### src/cspr_defines.svh
// constants for the charger status pulse reporter
`ifndef CSPR_DEFINES_SVH
`define CSPR_DEFINES_SVH

`define CSPR_CLK_PERIOD_NS      20
`define CSPR_REQ_MIN_NS         200
`define CSPR_REQ_MIN_CYC        ((`CSPR_REQ_MIN_NS + `CSPR_CLK_PERIOD_NS - 1) / `CSPR_CLK_PERIOD_NS)
`define CSPR_REQ_MAX_US         500
`define CSPR_REQ_MAX_CYC        ((`CSPR_REQ_MAX_US * 1000) / `CSPR_CLK_PERIOD_NS)
`define CSPR_RPT_DELAY_US       100
`define CSPR_RPT_DELAY_CYC      ((`CSPR_RPT_DELAY_US * 1000) / `CSPR_CLK_PERIOD_NS)
`define CSPR_PULSE_PERIOD_US    100
`define CSPR_PULSE_PERIOD_CYC   ((`CSPR_PULSE_PERIOD_US * 1000) / `CSPR_CLK_PERIOD_NS)
`define CSPR_PULSE_LOW_CYC      (`CSPR_PULSE_PERIOD_CYC / 2)
`define CSPR_FLASH_HALF_MS      250
`define CSPR_FLASH_HALF_CYC     ((`CSPR_FLASH_HALF_MS * 1000000) / `CSPR_CLK_PERIOD_NS)
`define CSPR_CNT_W              24

`define CSPR_CNT_OT_DIE         5'h01
`define CSPR_CNT_BAT_TEMP       5'h02
`define CSPR_CNT_OVP            5'h03
`define CSPR_CNT_PRE_WDT        5'h05
`define CSPR_CNT_PRE            5'h06
`define CSPR_CNT_CC_WDT         5'h07
`define CSPR_CNT_CC_TLOOP       5'h08
`define CSPR_CNT_CC             5'h09
`define CSPR_CNT_CV_WDT         5'h0a
`define CSPR_CNT_CV             5'h0b
`define CSPR_CNT_DONE           5'h0c
`define CSPR_CNT_ERROR          5'h17

`endif

### src/cspr_pkg.sv
// types for the charger status pulse reporter
package cspr_pkg;
    typedef enum logic [3:0] {
        CSPR_ST_OFF       = 4'h0,
        CSPR_ST_NO_BAT    = 4'h1,
        CSPR_ST_OT_DIE    = 4'h2,
        CSPR_ST_BAT_TEMP  = 4'h3,
        CSPR_ST_OVP       = 4'h4,
        CSPR_ST_PRE_WDT   = 4'h5,
        CSPR_ST_PRE       = 4'h6,
        CSPR_ST_CC_WDT    = 4'h7,
        CSPR_ST_CC_TLOOP  = 4'h8,
        CSPR_ST_CC        = 4'h9,
        CSPR_ST_CV_WDT    = 4'ha,
        CSPR_ST_CV        = 4'hb,
        CSPR_ST_DONE      = 4'hc
    } cspr_charge_state_t;

    typedef enum logic [1:0] {
        CSPR_LK_IDLE  = 2'h0,
        CSPR_LK_WAIT  = 2'h1,
        CSPR_LK_LOW   = 2'h2,
        CSPR_LK_HIGH  = 2'h3
    } cspr_link_state_t;
endpackage : cspr_pkg

### src/cspr_reporter.sv
// charger status lamps and one-wire pulse status reporter
`timescale 1ns/10ps
`default_nettype none
`include "cspr_defines.svh"
module cspr_reporter (
    input  wire logic                        clk_sys,
    input  wire logic                        srst,
    input  wire cspr_pkg::cspr_charge_state_t charge_state,
    input  wire logic                        status_line_in,
    output logic                             status_line_out,
    output logic                             status_line_oe,
    output logic                             charge_lamp_first_out,
    output logic                             charge_lamp_first_oe,
    output logic                             charge_lamp_second_out,
    output logic                             charge_lamp_second_oe,
    output logic                             report_busy
);
    import cspr_pkg::*;

    // ----------------------------------------
    // lamp decode
    // ----------------------------------------
    logic                   flash_phase;
    logic [`CSPR_CNT_W-1:0] flash_cnt;
    wire  st_fault   = (charge_state == CSPR_ST_OT_DIE) || (charge_state == CSPR_ST_BAT_TEMP)
                     || (charge_state == CSPR_ST_OVP) || (charge_state == CSPR_ST_PRE_WDT)
                     || (charge_state == CSPR_ST_CC_WDT) || (charge_state == CSPR_ST_CV_WDT);
    wire  st_chg     = (charge_state == CSPR_ST_PRE) || (charge_state == CSPR_ST_CC_TLOOP)
                     || (charge_state == CSPR_ST_CC) || (charge_state == CSPR_ST_CV);
    wire  st_done    = (charge_state == CSPR_ST_DONE);
    wire  st_nobat   = (charge_state == CSPR_ST_NO_BAT);
    wire  next_lamp1 = st_fault || st_chg || (st_nobat && flash_phase);
    wire  next_lamp2 = st_fault || st_done || (st_nobat && flash_phase);
    wire  flash_wrap = (flash_cnt == `CSPR_CNT_W'(`CSPR_FLASH_HALF_CYC - 1));

    always_ff @(posedge clk_sys) begin
        if (srst) begin
            flash_cnt   <= '0;
            flash_phase <= 1'b0;
        end else begin
            flash_cnt   <= flash_wrap ? '0 : flash_cnt + 1'b1;
            flash_phase <= flash_wrap ? ~flash_phase : flash_phase;
        end
    end

    logic lamp1_on;
    logic lamp2_on;
    always_ff @(posedge clk_sys) begin
        if (srst) begin
            lamp1_on <= 1'b0;
            lamp2_on <= 1'b0;
        end else begin
            lamp1_on <= next_lamp1;
            lamp2_on <= next_lamp2;
        end
    end

    // open drain: drive low only when lit
    assign charge_lamp_first_out  = 1'b0;
    assign charge_lamp_first_oe   = lamp1_on;
    assign charge_lamp_second_out = 1'b0;
    assign charge_lamp_second_oe  = lamp2_on;

    // ----------------------------------------
    // status line input
    // ----------------------------------------
    logic line_sync;
    logic line_prev;
    cspr_sync u_line_sync (
        .clk_sys  (clk_sys),
        .srst     (srst),
        .pin_in   (status_line_in),
        .pin_sync (line_sync)
    );

    // ----------------------------------------
    // status count lookup
    // ----------------------------------------
    logic [4:0] lookup_count;
    always_comb begin
        unique case (charge_state)
            CSPR_ST_OT_DIE:   lookup_count = `CSPR_CNT_OT_DIE;
            CSPR_ST_BAT_TEMP: lookup_count = `CSPR_CNT_BAT_TEMP;
            CSPR_ST_OVP:      lookup_count = `CSPR_CNT_OVP;
            CSPR_ST_PRE_WDT:  lookup_count = `CSPR_CNT_PRE_WDT;
            CSPR_ST_PRE:      lookup_count = `CSPR_CNT_PRE;
            CSPR_ST_CC_WDT:   lookup_count = `CSPR_CNT_CC_WDT;
            CSPR_ST_CC_TLOOP: lookup_count = `CSPR_CNT_CC_TLOOP;
            CSPR_ST_CC:       lookup_count = `CSPR_CNT_CC;
            CSPR_ST_CV_WDT:   lookup_count = `CSPR_CNT_CV_WDT;
            CSPR_ST_CV:       lookup_count = `CSPR_CNT_CV;
            CSPR_ST_DONE:     lookup_count = `CSPR_CNT_DONE;
            default:          lookup_count = `CSPR_CNT_ERROR;
        endcase
    end

    // ----------------------------------------
    // request strobe and reply train
    // ----------------------------------------
    cspr_link_state_t       lk_state;
    logic [`CSPR_CNT_W-1:0] low_len;
    logic [`CSPR_CNT_W-1:0] timer;
    logic [4:0]             rpt_count;
    logic [4:0]             sent;

    wire line_rise  = line_sync && !line_prev;
    wire strobe_ok  = (low_len >= `CSPR_CNT_W'(`CSPR_REQ_MIN_CYC))
                    && (low_len < `CSPR_CNT_W'(`CSPR_REQ_MAX_CYC));
    wire take_req   = (lk_state == CSPR_LK_IDLE) && line_rise && strobe_ok;
    wire wait_done  = (timer == `CSPR_CNT_W'(`CSPR_RPT_DELAY_CYC - 1));
    wire low_done   = (timer == `CSPR_CNT_W'(`CSPR_PULSE_LOW_CYC - 1));
    wire high_done  = (timer == `CSPR_CNT_W'(`CSPR_PULSE_PERIOD_CYC - `CSPR_PULSE_LOW_CYC - 1));
    wire last_pulse = (sent == rpt_count);
    wire low_sat    = (low_len == {`CSPR_CNT_W{1'b1}});

    always_ff @(posedge clk_sys) begin
        if (srst) begin
            line_prev <= 1'b1;
            low_len   <= '0;
        end else begin
            line_prev <= line_sync;
            if (line_rise || lk_state != CSPR_LK_IDLE)
                low_len <= '0;
            else if (!line_sync && !low_sat)
                low_len <= low_len + 1'b1;
        end
    end

    always_ff @(posedge clk_sys) begin
        if (srst) begin
            lk_state  <= CSPR_LK_IDLE;
            timer     <= '0;
            rpt_count <= '0;
            sent      <= '0;
        end else begin
            unique case (lk_state)
                CSPR_LK_IDLE: if (take_req) begin
                    rpt_count <= lookup_count;
                    sent      <= '0;
                    timer     <= '0;
                    lk_state  <= CSPR_LK_WAIT;
                end
                CSPR_LK_WAIT: begin
                    timer <= wait_done ? '0 : timer + 1'b1;
                    if (wait_done) begin
                        sent     <= sent + 1'b1;
                        lk_state <= CSPR_LK_LOW;
                    end
                end
                CSPR_LK_LOW: begin
                    timer <= low_done ? '0 : timer + 1'b1;
                    if (low_done)
                        lk_state <= CSPR_LK_HIGH;
                end
                CSPR_LK_HIGH: begin
                    timer <= high_done ? '0 : timer + 1'b1;
                    if (high_done && last_pulse)
                        lk_state <= CSPR_LK_IDLE;
                    else if (high_done) begin
                        sent     <= sent + 1'b1;
                        lk_state <= CSPR_LK_LOW;
                    end
                end
            endcase
        end
    end

    // line only ever pulled low
    assign status_line_out = 1'b0;
    assign status_line_oe  = (lk_state == CSPR_LK_LOW);
    assign report_busy     = (lk_state != CSPR_LK_IDLE);
endmodule : cspr_reporter
`default_nettype wire

### src/cspr_sync.sv
// two-flop synchroniser for one pin
`timescale 1ns/10ps
`default_nettype none
module cspr_sync (
    input  wire logic clk_sys,
    input  wire logic srst,
    input  wire logic pin_in,
    output logic      pin_sync
);
    logic stage1;

    always_ff @(posedge clk_sys) begin
        if (srst) begin
            stage1   <= 1'b1;
            pin_sync <= 1'b1;
        end else begin
            stage1   <= pin_in;
            pin_sync <= stage1;
        end
    end
endmodule : cspr_sync
`default_nettype wire

### config.mk
export PLATFORM = sky130hd
export DESIGN_NAME = cspr_reporter
export DESIGN_NICKNAME = d
export VERILOG_FILES = /design/src/cspr_pkg.sv /design/src/cspr_reporter.sv /design/src/cspr_sync.sv
export VERILOG_INCLUDE_DIRS = /design/src
export SDC_FILE = /design/constraint.sdc
export NUM_CORES = 1
export LEC_CHECK = 0
export BUFFER_PORTS_ARGS = -buffer_cell sky130_fd_sc_hd__buf_2
export CORE_ASPECT_RATIO = 1.2
export CORE_UTILIZATION = 62
export DETAILED_ROUTE_END_ITERATION = 12
export PLACE_DENSITY = 0.87
export SETUP_SLACK_MARGIN = 0.1
export SYNTH_ARGS = -nofsm -noshare
export SYNTH_HDL_FRONTEND = slang
export SYNTH_SLANG_ARGS = --single-unit
### constraint.sdc
create_clock -name clk_sys -period 2.4 [get_ports clk_sys]
set_input_delay 0.72 -clock clk_sys [delete_from_list [all_inputs] [get_ports clk_sys]]
set_output_delay 0.72 -clock clk_sys [all_outputs]
set_load 0.005 [all_outputs]
==> results of run 1 <==
==> metrics by stage <==
| stage | setup slack [ns] | hold WS (ns) | cells | area (um^2) | utilization, % |
|---|---|---|---|---|---|
| after floorplan | 0.382 | 0.389 | 595 | 4850 | - |
| after global placement | 0.294 | 0.401 | 673 | 4980 | 67.3 |
| after detailed placement | 0.180 | 0.401 | 673 | 4980 | 67.3 |
| after CTS | 0.147 | 0.428 | 689 | 5170 | 69.8 |
| after global routing | 0.101 | 0.455 | 691 | 5190 | 70.2 |
| final | 0.160 | 0.424 | 691 | 5190 | 70.2 |
==> Yosys cell counts, types with 3 or more instances <==
library cell   n  share of area [%]
dfxtp_1       90                 37
clkbuf_1      34                2.6
o22ai_1        7               0.90
xor2_1         4               0.72
a211oi_1      11                1.7
a21oi_1       16                1.7
or2_2          5               0.65
o21ai_0       15                1.6
or4_1          5               0.78
or3_1          7               0.90
ha_1           5                1.3
o211ai_1      11                1.7
o31ai_1        3               0.47
nand2_1       31                2.4
xnor2_1       50                9.0
a2111oi_0      6                1.1
a31oi_1       17                2.2
nand4b_1       3               0.54
a41oi_1        5               0.90
nand3b_1       5               0.78
nand3_1       38                3.9
buf_4          3               0.47
inv_1         29                2.2
nand2b_1       3               0.39
o221ai_1       4               0.72
and3_1         9                1.2
nor4_1        14                1.8
nor4_4         3                1.3
and4_1         9                1.6
nand4_1       20                2.6
nor2_1        75                5.8
mux2i_1        4               0.83
nor2b_1        4               0.52
nor3_1        16                1.7
nor4b_1        3               0.54
==> worst paths after layout <==
kind,slack (ns),depth (start not counted),end,from
max,0.16,5,sent[2]$_SDFFE_PP0P_,timer[3]$_SDFFE_PP0P_
min,0.42,1,u_line_sync.pin_sync$_SDFF_PP1_,u_line_sync.stage1$_SDFF_PP1_
max reg2reg,0.16,5,sent[2]$_SDFFE_PP0P_,timer[3]$_SDFFE_PP0P_
min reg2reg,0.42,1,u_line_sync.pin_sync$_SDFF_PP1_,u_line_sync.stage1$_SDFF_PP1_
==> placed cells by master (no fill, tap or decap), drive strengths merged, types with 6 or more instances in the layout <==
cell type  synthesis  final
and3               9      9
nand3             38     38
inv               29     31
clkbuf            34     10
a31oi             17     17
dfxtp             90     90
or4                7      7
nor2              75     75
xnor2             50     50
o211ai            11     11
a211oi            11     11
o22ai              7      7
and4               9      9
or3                7      7
nor4              18     18
o21ai             15     15
a2111oi            6      6
nand2             31     31
nand4             21     21
a21oi             16     16
buf                5     29
nor3              16     16
==> per-layer routing <==
layer | routed length (um) | part of all wire, % | track usage, %
met1 | 4570 | 42 | 32.6
met2 | 5660 | 52 | 49.9
met3 | 385 | 3.5 | 5.00
met4 | 341 | 3.1 | 16.7
met5 | 0 | 0 | 1.33
==> state kept, by name (all words and copies together), names as in the netlist, 2 cells and up <==
name,count
flash_cnt,24
low_len,24
timer,24
rpt_count,5
sent,5
lk_state,2
==> what timing repair did <==
item                       4_1_cts  5_1_grt
setup buffers                    0        2
resized for setup                0        3
setup endpoints to repair        0       16
==> final cells by class <==
type	instances	area, um^2	area share, %
multi-input cells	437	2790	53.7
clock buffers	10	138	2.65
well taps	90	113	2.17
repair buffers	29	193	3.71
clock inverters	6	48.8	0.940
inverters	29	109	2.10
flip-flops and latches	90	1800	34.7
==> kinds of logic (layout without fill, tap and decap cells) <==
family / after synthesis / in the layout / share of synthesized area (%)
flip-flops: 90 / 90 / 37.2
other: 1 / 3 / 0.0774
AND/OR/NAND/NOR: 260 / 260 / 29.4
XOR/XNOR: 54 / 54 / 9.77
multiplexers: 6 / 6 / 1.29
AO/OA/AOI/OAI: 109 / 109 / 15.5
adder cells (fa/ha/maj): 5 / 5 / 1.29
buffers and inverters: 68 / 74 / 5.56
==> worst max-delay path: cells and delay by family, from the launching register on <==
kind | cells | cell delay (ns)
and+or+nand+nor | 3 | 1.39
AOI/OAI and AO/OA | 2 | 0.40
DFF | 1 | 0.38
==> power breakdown <==
group | internal (mW) | switching, mW
combinational | 0.0410 | 0.0726
clock | 0.415 | 0.574
sequential | 1.51 | 0.0149
==> run_results.csv, run 1 <==
group,metric,value,unit
finish,layout.nets,608,
route,vias_per_cell,6.41,
floorplan,core_region_area,7400,um^2
place,dpl.hpwl,7500,um
flow_run,cap_violations,0,
synthesis,async_flop_share,0,%
sta,grt_setup_unrepaired,"false",
synthesis,synth_area_per_cell,8.17,um^2
sta,period_share,93.3,%
finish,final.fill_count,563,
route,drt-pass1-iter-count,5,
setup_path,path_max_fanout,6,
route,drt_iter0_drc,387,
sta,worstMarginPinSlew,0.700,ns
clock_network,clock-root-buffer,"clkbuf_8",
global_routing,grt_pass1_vias,4387,
setup_path,path_class,"reg2reg",
floorplan,die_x,82.7,um
pwr,peakVddDrop,311,uV
global_routing,grt_max_degree,25,
route,post_drt_wl_per_cell,15.9,um
floorplan,io_pins,14,
clock_network,clk_pin_slew,0.10,ns
place,routabilityCongestion,0.864,
synthesis,ys_ff_latch,90,
setup_path,cp.arrival,2.52,ns
clock_network,cts_buffers,9,
sta,hold_violations,0,
setup_path,slowest_stage,"or4_4",
setup_path,required,2.68,ns
route,routed_wl,11000,um
synthesis,synth-seq-area-share,37.2,%
finish,drive_gt1_share,10.5,%
sta,final.min_clock_period,2.24,ns
pwr,finalPower,2.63,mW
sta,fin_skew,0.0167,ns
sta,fmax,446,MHz
floorplan,rows,34,
floorplan,dieArea,8170,um^2
clock_network,clkSinkCount,90,
synthesis,synth_cells,593,
setup_path,cp-start-kind,"flop",
place,io_buffers,10,
synthesis,synth-edff-count,0,
sta,maxSlewHeadroom,53.3,%
global_routing,antenna_found_initial,0,
clock_network,cts_tree,"built",
sta,setup_viol,0,
setup_path,cp-end-kind,"flop",
finish,antenna_cells,0,
sta,final_max_slew_viol_count,0,
clock_network,cts_hold_buf,0,
global_routing,grt_overflow_total,0,
clock_network,htreeDepth,3,
pwr,p_leak,1.66,nW
clock_network,cts_buffer_depth,2,
floorplan,start_util,65.4,%
clock_network,worst_skew_pair.late_latency,0.37,ns
route,antenna_left,0,
synthesis,ys_warn_count,0,
setup_path,worstPathCellList,"or4_4 -> nor4_4 -> o211ai_1 -> or3_1 -> a221oi_2",
run_status,status,"completed",
setup_path,max_stage_delay,0.60,ns
global_routing,grt_pass1_wl,18800,um
pwr,power_density,506,nW/um^2
sta,setup_tns,0,ns
route,drc,0,
floorplan,die_h,98.8,um
worst_hold_path,hold_path_class,"reg2reg",
synthesis,syn_area,4840,um^2
route,vias,4430,
global_routing,grtUsageTotal,29.0,%
synthesis,synth_cell_types,56,
synthesis,synthFlopType,"dfxtp_1",
finish,synthToLayoutAreaGrowth,7.26,%
(Power assumes the default switching activity.)
==> run 2, diff against run 1 <==
CORE_UTILIZATION = 50   (was 62)
PLACE_DENSITY = 0.74   (was 0.87)
==> run_results.csv, run 2 (synthesized netlist as in run 1, its figures left out) <==
group,metric,value,unit
clock_network,worst_skew_pair.late_latency,0.35,ns
clock_network,htreeDepth,3,
floorplan,start_util,51.1,%
finish,final_common_cell,"dfxtp_1",
finish,antenna_cells,0,
sta,worstMarginPinSlew,0.625,ns
global_routing,grtUsageTotal,22.2,%
clock_network,clock-root-buffer,"clkbuf_16",
route,drt_iter0_drc,206,
global_routing,grt_overflow_total,0,
place,io_buffers,10,
clock_network,cts_buffers,9,
setup_path,cp.arrival,2.37,ns
sta,hold_violations,0,
route,vias_per_cell,5.96,
global_routing,grt_max_degree,25,
sta,period_share,89.5,%
sta,final_max_slew_viol_count,0,
route,drt-pass1-iter-count,4,
finish,drive_gt1_share,10.6,%
sta,grt_setup_unrepaired,"false",
floorplan,dieArea,10100,um^2
finish,finalNonFillerCells,725,
setup_path,path_max_fanout,19,
run_status,status,"completed",
route,vias,4319,
setup_path,required,2.62,ns
clock_network,cts_tree,"built",
sta,fin_skew,0.00786,ns
route,antenna_left,0,
pwr,power_density,592,nW/um^2
place,dp.cells,707,
pwr,peakVddDrop,327,uV
sta,final.min_clock_period,2.15,ns
place,dpl.hpwl,7400,um
setup_path,cp-end-kind,"flop",
clock_network,clk_pin_slew,0.07,ns
sta,hold_slack,0.420,ns
sta,maxSlewHeadroom,58.3,%
floorplan,rows,39,
sta,fmax,466,MHz
global_routing,grt_pass1_wl,18100,um
finish,top_regs,"flash_cnt (24), low_len (24), timer (24)",
finish,synthToLayoutAreaGrowth,11.0,%
floorplan,die_x,91.8,um
route,post_drt_wl_per_cell,14.7,um
finish,mostFrequentLayoutCells,"90 x dfxtp_1, 75 x nor2_1, 50 x xnor2_1",
sta,setup_viol,0,
clock_network,clkSinkCount,90,
worst_hold_path,hold_path_class,"reg2reg",
floorplan,io_pins,14,
place,routabilityCongestion,0.880,
floorplan,core_region_area,9470,um^2
clock_network,cts_hold_buf,0,
route,routed_wl,10700,um
flow_run,cap_violations,0,
global_routing,antenna_found_initial,0,
sta,setup_tns,0,ns
finish,layout.nets,609,
floorplan,die_h,110,um
global_routing,grt_pass1_vias,4019,
pwr,p_leak,1.73,nW
clock_network,cts_buffer_depth,2,
setup_path,path_class,"reg2reg",
route,drc,0,
setup_path,cp-start-kind,"flop",
## run 2: power breakdown
part	internal, mW	switching, mW
clock network	0.923	0.623
logic	0.0409	0.0719
registers	1.51	0.0147
## run 2: final timing paths
kind                                 startpoint                              end  slack [ns]  depth (start not counted)
setup reg to reg          timer[3]$_SDFFE_PP0P_           timer[10]$_SDFFE_PP0P_        0.25                          6
setup / recovery          timer[3]$_SDFFE_PP0P_           timer[10]$_SDFFE_PP0P_        0.25                          6
hold reg to reg   u_line_sync.stage1$_SDFF_PP1_  u_line_sync.pin_sync$_SDFF_PP1_        0.42                          1
hold / removal    u_line_sync.stage1$_SDFF_PP1_  u_line_sync.pin_sync$_SDFF_PP1_        0.42                          1
## run 2: area by class of cell
class / instances / area [um^2]
fillers: 865 / 4090
multi-input cells: 437 / 2790
flip-flops and latches: 90 / 1800
clock buffers: 9 / 225
repair buffers: 30 / 200
well taps: 123 / 154
inverters: 29 / 109
clock inverters: 7 / 101
## run 2: worst max-delay path: stages, from the launching register on
cell and delay (ns):
dfxtp_1 0.36, or4_4 0.58, nor4_2 0.34, o211ai_1 0.20, buf_4 0.25, a41oi_1 0.23, a31oi_1 0.06
## run 2: repair_timing
action	CTS	global route
endpoints found under the setup margin	0	6
buffers inserted	0	2
resized for setup	0	2
## run 2: routing by layer
layer	routed length [um]	up-vias	track usage [%]
met5	0	-	0
met4	229	0	9.26
met2	5500	56	40.3
met1	4730	2082	25.4
met3	222	20	4.50
li1	-	2161	-
## run 2: through the flow
stage | util, % | setup slack [ns] | power [mW] | cell area (um^2)
6_report | 56.8 | 0.252 | 3.18 | 5380
5_1_grt | 56.8 | 0.102 | 3.30 | 5380
4_1_cts | 56.6 | 0.203 | 3.21 | 5360
3_5_place_dp | 53.1 | 0.213 | 1.67 | 5030
3_3_place_gp | 53.1 | 0.255 | 1.66 | 5030
2_1_floorplan | - | 0.382 | 1.64 | 4850
